==> config.mk <==
export PLATFORM = sky130hd
export DESIGN_NAME = virtual_converter_mapper
export DESIGN_NICKNAME = d
export VERILOG_FILES = /design/src/rtl/vc_map_pkg.sv /design/src/rtl/frame_buffer.sv /design/src/rtl/virtual_converter_mapper.sv
export VERILOG_INCLUDE_DIRS = /design/src /design/src/rtl
export SDC_FILE = /design/constraint.sdc
export NUM_CORES = 1
export LEC_CHECK = 0
export BUFFER_PORTS_ARGS = -buffer_cell sky130_fd_sc_hd__buf_2
export CORE_ASPECT_RATIO = 0.6
export CORE_MARGIN = 5
export CORE_UTILIZATION = 30
export DETAILED_ROUTE_END_ITERATION = 10
export PLACE_DENSITY_LB_ADDON = 0.2
export SYNTH_ARGS = -nofsm -noshare
export SYNTH_HDL_FRONTEND = slang
export SYNTH_SLANG_ARGS = --single-unit
==> constraint.sdc <==
create_clock -name clk_i -period 2.8 [get_ports clk_i]
set_input_delay 0.28 -clock clk_i [delete_from_list [all_inputs] [get_ports clk_i]]
set_output_delay 0.28 -clock clk_i [all_outputs]
set_load 0.05 [all_outputs]
==> src/rtl/vc_map_cfg.svh <==
`ifndef VC_MAP_CFG_SVH
`define VC_MAP_CFG_SVH

// ==========================================================================
// Register map
`define ADDR_W           12
`define REG_CHIP_MODE    12'h200
`define REG_OUT_FORMAT   12'h561
`define REG_LANE_RATE    12'h56E
`define REG_PLL_STATUS   12'h56F
`define REG_LINK_CTRL    12'h5B0
`define REG_DEEMPH_EN    12'h5C1
`define REG_DEEMPH_LVL   12'h5C5

// ==========================================================================
// Field positions
`define MODE_MSB         1
`define MODE_LSB         0
`define QIGN_BIT         5
`define FMT_BIT          0
`define LOW_RATE_BIT     4
`define PLL_LOCK_BIT     7
`define LINK_EN_BIT      0
`define LANE_MSB         2
`define LANE_LSB         1
`define DEEMPH_EN_BIT    0

// ==========================================================================
// Reset values
`define CHIP_MODE_RST    8'h00
`define OUT_FORMAT_RST   8'h00
`define LANE_RATE_RST    8'h00
`define LINK_CTRL_RST    8'h01
`define DEEMPH_LVL_RST   4'h0

// ==========================================================================
// Timing
`define CLK_PERIOD_NS    10
`define PLL_SETTLE_NS    150
`define PLL_SETTLE_CYC   ((`PLL_SETTLE_NS + `CLK_PERIOD_NS - 1) / `CLK_PERIOD_NS)

`endif

==> src/rtl/vc_map_pkg.sv <==
package vc_map_pkg;

    typedef enum logic [1:0]
    {
        MODE_FULL     = 2'b00,
        MODE_ONE_DDC  = 2'b01,
        MODE_TWO_DDC  = 2'b10,
        MODE_FOUR_DDC = 2'b11
    } op_mode_t;

    typedef enum logic
    {
        SER_IDLE = 1'b0,
        SER_SEND = 1'b1
    } ser_state_t;

    typedef logic [15:0]      sample_t;
    typedef sample_t [7:0]    slot_frame_t;

    typedef struct packed {
        logic [7:0]  chip_mode;
        logic [7:0]  out_format;
        logic [7:0]  lane_rate;
        logic [7:0]  link_ctrl;
        logic        deemph_en;
        logic [3:0]  deemph_lvl;
        op_mode_t    act_mode;
        logic        act_qign;
        logic [1:0]  act_lanes;
        logic [4:0]  settle;
        logic        pll_locked;
        logic [7:0]  rdata;
        ser_state_t  ser;
        slot_frame_t frame;
        logic [3:0]  last_idx;
        logic [3:0]  idx;
        logic [7:0]  octet;
        logic        oct_valid;
        logic        oct_last;
        logic [1:0]  lane;
    } mapper_state_t;

endpackage

==> src/rtl/frame_buffer.sv <==
`timescale 1ns/10ps
`default_nettype none

module frame_buffer #(
    parameter int WIDTH = 132,
    parameter int DEPTH = 2
) (
    input  wire logic             clk_i,
    input  wire logic             rstn_i,
    input  wire logic             flush_i,
    input  wire logic             in_valid_i,
    output var  logic             in_ready_o,
    input  wire logic [WIDTH-1:0] in_data_i,
    output var  logic             out_valid_o,
    input  wire logic             out_ready_i,
    output var  logic [WIDTH-1:0] out_data_o
);

    localparam int PW = $clog2(DEPTH);

    typedef struct packed {
        logic [DEPTH-1:0][WIDTH-1:0] mem;
        logic [PW-1:0]               rd_ptr;
        logic [PW-1:0]               wr_ptr;
        logic [PW:0]                 count;
        logic                        in_ready;
        logic                        out_valid;
    } buf_state_t;

    buf_state_t cur;
    buf_state_t next_cur;
    logic       push;
    logic       pop;

    // ======================================================================
    // Storage and pointers
    always_comb
    begin
        next_cur = cur;
        push = in_valid_i && cur.in_ready;
        pop = cur.out_valid && out_ready_i;
        if (push)
        begin
            next_cur.mem[cur.wr_ptr] = in_data_i;
            next_cur.wr_ptr = PW'((32'(cur.wr_ptr) + 1) % DEPTH);
        end
        if (pop)
        begin
            next_cur.rd_ptr = PW'((32'(cur.rd_ptr) + 1) % DEPTH);
        end
        next_cur.count = cur.count + (PW+1)'(push) - (PW+1)'(pop);
        if (flush_i)
        begin
            next_cur.rd_ptr = '0;
            next_cur.wr_ptr = '0;
            next_cur.count = '0;
        end
        // Ready is a flop so the source sees full without a comb path
        next_cur.in_ready = (32'(next_cur.count) != DEPTH);
        next_cur.out_valid = (next_cur.count != '0);
    end

    always_ff @(posedge clk_i or negedge rstn_i)
    begin
        if (!rstn_i)
        begin
            cur <= '0;
            cur.in_ready <= 1'b1;
        end
        else
        begin
            cur <= next_cur;
        end
    end

    assign in_ready_o = cur.in_ready;
    assign out_valid_o = cur.out_valid;
    assign out_data_o = cur.mem[cur.rd_ptr];

endmodule

`default_nettype wire

==> src/rtl/virtual_converter_mapper.sv <==
// The strobed register port was decided locally.
`timescale 1ns/10ps
`default_nettype none

`include "vc_map_cfg.svh"

// Overview of operation
// - Every sample stream gets its own slot
// - I in first slot, Q in next
// - Two ADCs match one complex downconverter count
// - Accept up to four downconverter inputs
// - Complex gives I and Q, real only I
// - Up to eight slots, count per mode
// - Mode field and Q-ignore select slot layout
// - Four complex downconverters fill slots in order
// - Twos complement after reset, format selectable
// - Serial outputs enabled after reset
// - De-emphasis off, set only by registers
// - PLL lock status read-only at bit seven
// - Pack mapped samples into eight-bit octets
// - Spread octets over one, two, four lanes
module virtual_converter_mapper
    import vc_map_pkg::*;
(
    input  wire logic              clk_i,
    input  wire logic              rstn_i,
    input  wire logic [`ADDR_W-1:0] addr_i,
    input  wire logic [7:0]        wdata_i,
    input  wire logic              wr_en_i,
    input  wire logic              rd_en_i,
    output logic      [7:0]        rdata_o,
    input  wire logic [15:0]       adc_a_i,
    input  wire logic [15:0]       adc_b_i,
    input  wire logic [3:0][15:0]  ddc_i_data_i,
    input  wire logic [3:0][15:0]  ddc_q_data_i,
    input  wire logic              sample_valid_i,
    output logic                   sample_ready_o,
    input  wire logic              pll_lock_i,
    output logic      [7:0]        octet_o,
    output logic                   octet_valid_o,
    output logic                   octet_last_o,
    output logic      [1:0]        lane_o,
    input  wire logic              octet_ready_i,
    output logic                   serdes_enable_o,
    output logic      [1:0]        lane_cfg_o,
    output logic                   low_rate_o,
    output logic                   deemph_en_o,
    output logic      [3:0]        deemph_level_o
);

    // ======================================================================
    // Helpers
    function automatic sample_t fmt_word(input sample_t s, input logic ob);
        fmt_word = ob ? {~s[15], s[14:0]} : s;
    endfunction

    function automatic logic [3:0] slot_count(input op_mode_t m,
                                              input logic q);
        unique case (m)
            MODE_FULL:     slot_count = 4'h2;
            MODE_ONE_DDC:  slot_count = q ? 4'h1 : 4'h2;
            MODE_TWO_DDC:  slot_count = q ? 4'h2 : 4'h4;
            MODE_FOUR_DDC: slot_count = q ? 4'h4 : 4'h8;
        endcase
    endfunction

    function automatic slot_frame_t map_frame(
        input op_mode_t        m,
        input logic            q,
        input sample_t         a,
        input sample_t         b,
        input logic [3:0][15:0] di,
        input logic [3:0][15:0] dq,
        input logic            ob
    );
        slot_frame_t f;
        int          n;
        f = '0;
        n = (m == MODE_FULL) ? 0 : 1 << (int'(m) - 1);
        if (m == MODE_FULL)
        begin
            f[0] = a;
            f[1] = b;
        end
        // One, two or four converters; real keeps I only
        for (int k = 0; k < 4; k++)
        begin
            if (k < n && q)
            begin
                f[k] = di[k];
            end
            else if (k < n)
            begin
                f[2*k] = di[k];
                f[2*k+1] = dq[k];
            end
        end
        for (int k = 0; k < 8; k++)
        begin
            f[k] = fmt_word(f[k], ob);
        end
        map_frame = f;
    endfunction

    // Slot data goes out most significant octet first
    function automatic logic [7:0] octet_of(input slot_frame_t f,
                                            input logic [3:0] i);
        octet_of = i[0] ? f[i[3:1]][7:0] : f[i[3:1]][15:8];
    endfunction

    function automatic logic [1:0] lane_of(input logic [3:0] i,
                                           input logic [1:0] code);
        unique case (code)
            2'h0:    lane_of = 2'h0;
            2'h1:    lane_of = {1'b0, i[0]};
            default: lane_of = i[1:0];
        endcase
    endfunction

    // ======================================================================
    // State
    mapper_state_t  cur;
    mapper_state_t  next_cur;
    logic           link_down;
    logic           buf_in_valid;
    logic           buf_in_ready;
    logic [131:0]   buf_in_data;
    logic           buf_out_valid;
    logic           buf_out_ready;
    logic [131:0]   buf_out_data;
    logic           lane_rate_wr;

    assign link_down = !cur.link_ctrl[`LINK_EN_BIT];
    assign lane_rate_wr = wr_en_i && (addr_i == `REG_LANE_RATE);
    assign buf_in_valid = sample_valid_i && !link_down;
    assign buf_in_data = {slot_count(cur.act_mode, cur.act_qign),
        map_frame(cur.act_mode, cur.act_qign, adc_a_i, adc_b_i,
                  ddc_i_data_i, ddc_q_data_i,
                  cur.out_format[`FMT_BIT])};
    assign buf_out_ready = (cur.ser == SER_IDLE) && !link_down;

    // Two entries absorb a receiver stall; flushed on power down so no
    // frame of an old mapping survives into the next setup
    frame_buffer #(
        .WIDTH (132),
        .DEPTH (2)
    ) u_frame_buffer (
        .clk_i       (clk_i),
        .rstn_i      (rstn_i),
        .flush_i     (link_down),
        .in_valid_i  (buf_in_valid),
        .in_ready_o  (buf_in_ready),
        .in_data_i   (buf_in_data),
        .out_valid_o (buf_out_valid),
        .out_ready_i (buf_out_ready),
        .out_data_o  (buf_out_data)
    );

    always_comb
    begin
        next_cur = cur;
        // Register writes
        if (wr_en_i)
        begin
            unique case (addr_i)
                `REG_CHIP_MODE:  next_cur.chip_mode = wdata_i;
                `REG_OUT_FORMAT: next_cur.out_format = wdata_i;
                `REG_LANE_RATE:  next_cur.lane_rate = wdata_i;
                `REG_LINK_CTRL:  next_cur.link_ctrl = wdata_i;
                `REG_DEEMPH_EN:
                    next_cur.deemph_en = wdata_i[`DEEMPH_EN_BIT];
                `REG_DEEMPH_LVL: next_cur.deemph_lvl = wdata_i[3:0];
                default:         next_cur.rdata = cur.rdata;
            endcase
        end
        // Read data valid in the following cycle only
        next_cur.rdata = 8'h00;
        if (rd_en_i)
        begin
            unique case (addr_i)
                `REG_CHIP_MODE:  next_cur.rdata = cur.chip_mode;
                `REG_OUT_FORMAT: next_cur.rdata = cur.out_format;
                `REG_LANE_RATE:  next_cur.rdata = cur.lane_rate;
                `REG_PLL_STATUS:
                    next_cur.rdata = {cur.pll_locked, 7'h00};
                `REG_LINK_CTRL:  next_cur.rdata = cur.link_ctrl;
                `REG_DEEMPH_EN:  next_cur.rdata = {7'h00, cur.deemph_en};
                `REG_DEEMPH_LVL: next_cur.rdata = {4'h0, cur.deemph_lvl};
                default:         next_cur.rdata = 8'h00;
            endcase
        end
        // Mapping is only taken over while the link is down
        if (link_down)
        begin
            next_cur.act_mode =
                op_mode_t'(cur.chip_mode[`MODE_MSB:`MODE_LSB]);
            next_cur.act_qign = cur.chip_mode[`QIGN_BIT];
            next_cur.act_lanes = cur.link_ctrl[`LANE_MSB:`LANE_LSB];
        end
        // Lock counts only for the current lane-rate setting
        if (!pll_lock_i || lane_rate_wr)
        begin
            next_cur.settle = 5'h00;
        end
        else if (cur.settle != 5'(`PLL_SETTLE_CYC))
        begin
            next_cur.settle = cur.settle + 5'h01;
        end
        next_cur.pll_locked = pll_lock_i && !lane_rate_wr &&
            (cur.settle == 5'(`PLL_SETTLE_CYC));
        // Octet serializer
        if (link_down)
        begin
            next_cur.ser = SER_IDLE;
            next_cur.oct_valid = 1'b0;
            next_cur.oct_last = 1'b0;
        end
        else if (cur.ser == SER_IDLE)
        begin
            if (buf_out_valid)
            begin
                next_cur.frame = buf_out_data[127:0];
                next_cur.last_idx = 4'((buf_out_data[131:128] << 1) - 4'h1);
                next_cur.idx = 4'h0;
                next_cur.octet = octet_of(buf_out_data[127:0], 4'h0);
                next_cur.oct_valid = 1'b1;
                next_cur.oct_last = 1'b0;
                next_cur.lane = 2'h0;
                next_cur.ser = SER_SEND;
            end
        end
        else if (octet_ready_i)
        begin
            if (cur.idx == cur.last_idx)
            begin
                next_cur.ser = SER_IDLE;
                next_cur.oct_valid = 1'b0;
                next_cur.oct_last = 1'b0;
            end
            else
            begin
                next_cur.idx = cur.idx + 4'h1;
                next_cur.octet = octet_of(cur.frame, next_cur.idx);
                next_cur.lane = lane_of(next_cur.idx, cur.act_lanes);
                next_cur.oct_last = (next_cur.idx == cur.last_idx);
            end
        end
    end

    always_ff @(posedge clk_i or negedge rstn_i)
    begin
        if (!rstn_i)
        begin
            cur <= '0;
            cur.chip_mode <= `CHIP_MODE_RST;
            cur.out_format <= `OUT_FORMAT_RST;
            cur.lane_rate <= `LANE_RATE_RST;
            cur.link_ctrl <= `LINK_CTRL_RST;
            cur.deemph_en <= 1'b0;
            cur.deemph_lvl <= `DEEMPH_LVL_RST;
            cur.act_mode <= MODE_FULL;
            cur.ser <= SER_IDLE;
        end
        else
        begin
            cur <= next_cur;
        end
    end

    assign rdata_o = cur.rdata;
    assign sample_ready_o = buf_in_ready;
    assign octet_o = cur.octet;
    assign octet_valid_o = cur.oct_valid;
    assign octet_last_o = cur.oct_last;
    assign lane_o = cur.lane;
    assign serdes_enable_o = cur.link_ctrl[`LINK_EN_BIT];
    assign lane_cfg_o = cur.act_lanes;
    assign low_rate_o = cur.lane_rate[`LOW_RATE_BIT];
    assign deemph_en_o = cur.deemph_en;
    assign deemph_level_o = cur.deemph_lvl;
endmodule

`default_nettype wire

==> results by group <==
CTS
  • CTS tree: yes
  • CTS Buf Count: between 40 and 50
  • CTS Root Cell: clkbuf_16
  • H-tree Lvls: 2
  • Clk sinks: 473
  • Post-CTS resize count: 0
  • # Post-CTS Setup Buffers: 0
  • Clock latency on the worst-skew pair: 0.59 ns
  • Clk slew on worst S/H paths: ~0.07 ns
  • CTS Buffer Depth: 3

Synth
  • Most used DFF post-synth: dfrtp_1
  • Sequential area share after synthesis: a little under three fifths
  • Post-synthesis async set-or-reset flop share: between 90% and 100%
  • Largest area contributor in the netlist: dfrtp_1
  • Synth area leaders: dfrtp_1, o21ai_0, nand2_1
  • Syn. warnings: 0
  • Post-synthesis cell area: between 0.02 and 0.025 mm2
  • Yosys top cell area share: approximately 55%
  • Average size of a mapped cell: approximately 10 um2
  • Unique masters post-synth: 62
  • Gate Count Post-Synth: approximately 2,100
  • EDFF count, synth: 0
  • Post-Synthesis Net Count: between 2,000 and 2,500
  • Number of synthesized register bits: about 470

Floorplan
  • Die Area: 0.0765 mm2
  • Io pins: around 220
  • Number of core rows: 75
  • Die Y: roughly 220 um
  • Die width: 354 um
  • Core Area: between 0.07 and 0.08 mm2
  • Initial core utilization: a little under a third

Setup path
  • Buf+Inv Stages, Crit Path: 1
  • Critical Path Max Stage Delay: about 0.55 ns
  • WS Path Type: reg2reg
  • R2R setup slack: roughly 0.32 ns
  • Nature of the critical path endpoint: flip-flop
  • WP depth: 6
  • Startpoint types: flip-flop
  • Crit Reg-Reg Startpoint: cur[13]
  • Worst Setup EP: octet_o[7]
  • CP arrival: just under 3 ns
  • Critical path cell sequence: ha_1 -> xor2_4 -> buf_4 -> mux4_2 -> o211ai_1 -> a2bb2oi_1
  • CP Launch Point: cur[13]
  • Slowest CP cell: mux4_2
  • Reg2reg end: octet_o[7]
  • Crit path required time: approximately 3.3 ns
  • Reg2Reg Depth: 6
  • Critical path peak fanout: 32
  • Family with the most delay on the worst path: multiplexers

GRT
  • Largest net degree at the start of global routing: around 150
  • Number of global-route vias before repair: 16,300
  • Initial antenna violation count: 1
  • Grt total ovfl: 0
  • First-pass GRT wire length: about 100 mm
  • All-layer global routing usage: about 17%

Drt
  • Detailed Route WL: around 65 mm
  • Initial drt markers: 1,159
  • First drt pass iteration count: 5
  • Vias: roughly 16,000
  • Vias per inst: approximately 4.9
  • Drt wl/cell: between 20 and 25 um
  • Post-route ant nets: 0
  • DR DRC count: 0

STA
  • Clock skew: around 0.032 ns
  • Period utilization: between 80% and 90%
  • Finish-stage setup viols: 0
  • Final hold viol count: 0
  • Final setup margin: between 0.3 and 0.4 ns
  • Tmin final: around 2.5 ns
  • Setup TNS: 0 ns
  • Max Slew Vio Count: 0
  • RSZ-0062 raised after global routing: false
  • Slew HR: approximately 30%
  • Fmax: 0.404 GHz
  • Measured slew at the worst slew-check pin: about 1.1 ns

Final layout
  • Utilization after layout: 36.5%
  • Final nets: roughly 2,500
  • Area delta synth->final: 20.0%
  • Share of cells above drive strength 1: between 15 and 20%
  • Fillers: 7,046
  • Storage element area: 0.0118 mm2
  • Final instance area: 0.0255 mm2
  • Multi-input logic area: about 0.0086 mm2

Placement
  • IO Port Bufs: 216
  • Global placement routability congestion: 0.870
  • Area post-placement: between 0.02 and 0.025 mm2
  • HPWL Detailed: about 47 mm
  • Place WS: about 0.32 ns

Power
  • Pwr/cell area: between 500 and 600 mW/mm2
  • Leakage: 0.0111 uW
  • IR drop worst, VDD: 0.410 mV
  • Tot Pwr: around 14,000 uW

Min path
  • Hold Path Class: in2reg
  • Min-delay src: ddc_q_data_i[51]

Job
  • Max Cap Viol: 0

Status
  • Status: complete, no violations
[through the flow]
| stage | hold WS (ns) | instances |
|---|---|---|
| final | 0.0112 | 3243 |
| after global routing | 0.0241 | 3242 |
| after CTS | 0.000129 | 3242 |
| after detailed placement | 0.316 | 3096 |
| after global placement | 0.317 | 3096 |
| after floorplan | -0.0156 | 2087 |
[final cells by class]
type | instances | share of cell area, %
timing repair buffer | 321 | 8.73
tap | 924 | 4.53
inverter | 11 | 0.162
clock inverter | 13 | 0.706
clock buffer | 69 | 5.69
multi-input combinational | 1431 | 33.8
antenna | 1 | 0.00981
sequential | 473 | 46.4
[cell families after synthesis]
logic type / share of synthesized area [%]
xor+xnor: 1.23
simple gates: 13.1
compound gates: 13.4
fa+ha+maj: 0.706
buf+inv: 4.00
flops: 55.7
mux: 11.9
[cells in the final DEF, fill, tap and decap left out, types with 25 or more instances in the layout]
cell	instances
o21ai_0	400
nand2_1	518
buf_4	26
dlygate4sd3_1	64
buf_2	215
dfrtp_1	470
clkbuf_16	50
a22oi_1	43
nand3_1	47
mux2_2	34
mux2i_1	140
nor2_1	28
a31oi_1	25
[Yosys cell counts (25+ instances only)]
master / instances
dfrtp_1: 471
clkbuf_1: 95
a31oi_1: 25
nor2_1: 29
buf_4: 30
o21ai_0: 400
buf_2: 35
nand3_1: 47
mux2i_1: 140
mux2_2: 34
nand2_1: 520
a22oi_1: 43
[sequential cells by signal, indices dropped and copies added, names as in the netlist, 2 cells and up]
name                cells
lane_o                  2
deemph_level_o          4
rdata_o                 8
cur                   176
u_frame_buffer.cur    266
lane_cfg_o              2
octet_o                 8
[worst min-delay path by stage]
stage	to	slack (ns)	depth (start not counted)
4_1_cts	u_frame_buffer.cur[195]	0.0001	3
3_3_place_gp	u_frame_buffer.cur[23]	0.32	1
3_5_place_dp	u_frame_buffer.cur[24]	0.32	1
5_1_grt	u_frame_buffer.cur[121]	0.02	3
2_1_floorplan	cur[100]	-0.02	0
6_report	u_frame_buffer.cur[121]	0.01	3
[timing repair]
item / CTS / global route
hold buffers: 64 / 0
endpoints found under the hold margin: 195 / 0
setup endpoints to repair: 0 / 0
[metal layers]
| metal | global-route usage (%) | vias to the layer above | share of wire [%] |
|---|---|---|---|
| met1 | 24.8 | 7944 | 48 |
| met4 | 3.23 | 0 | 1.6 |
| li1 | - | 7573 | - |
| met5 | 0 | - | 0 |
| met2 | 24.6 | 432 | 42 |
| met3 | 5.08 | 65 | 7.9 |
[report_power, final]
part           switching (uW)  internal (uW)
Clock                    2770           3950
Combinational             315            218
Sequential               13.7           6860
Total                    3100          11000
[worst register-to-register path, cell delays in order (launching register included)]
cell and delay, ns:
dfrtp_1 0.40, ha_1 0.37, xor2_4 0.33, buf_4 0.43, mux4_2 0.56, o211ai_1 0.19
a2bb2oi_1 0.09
(Power assumes the default switching activity.)
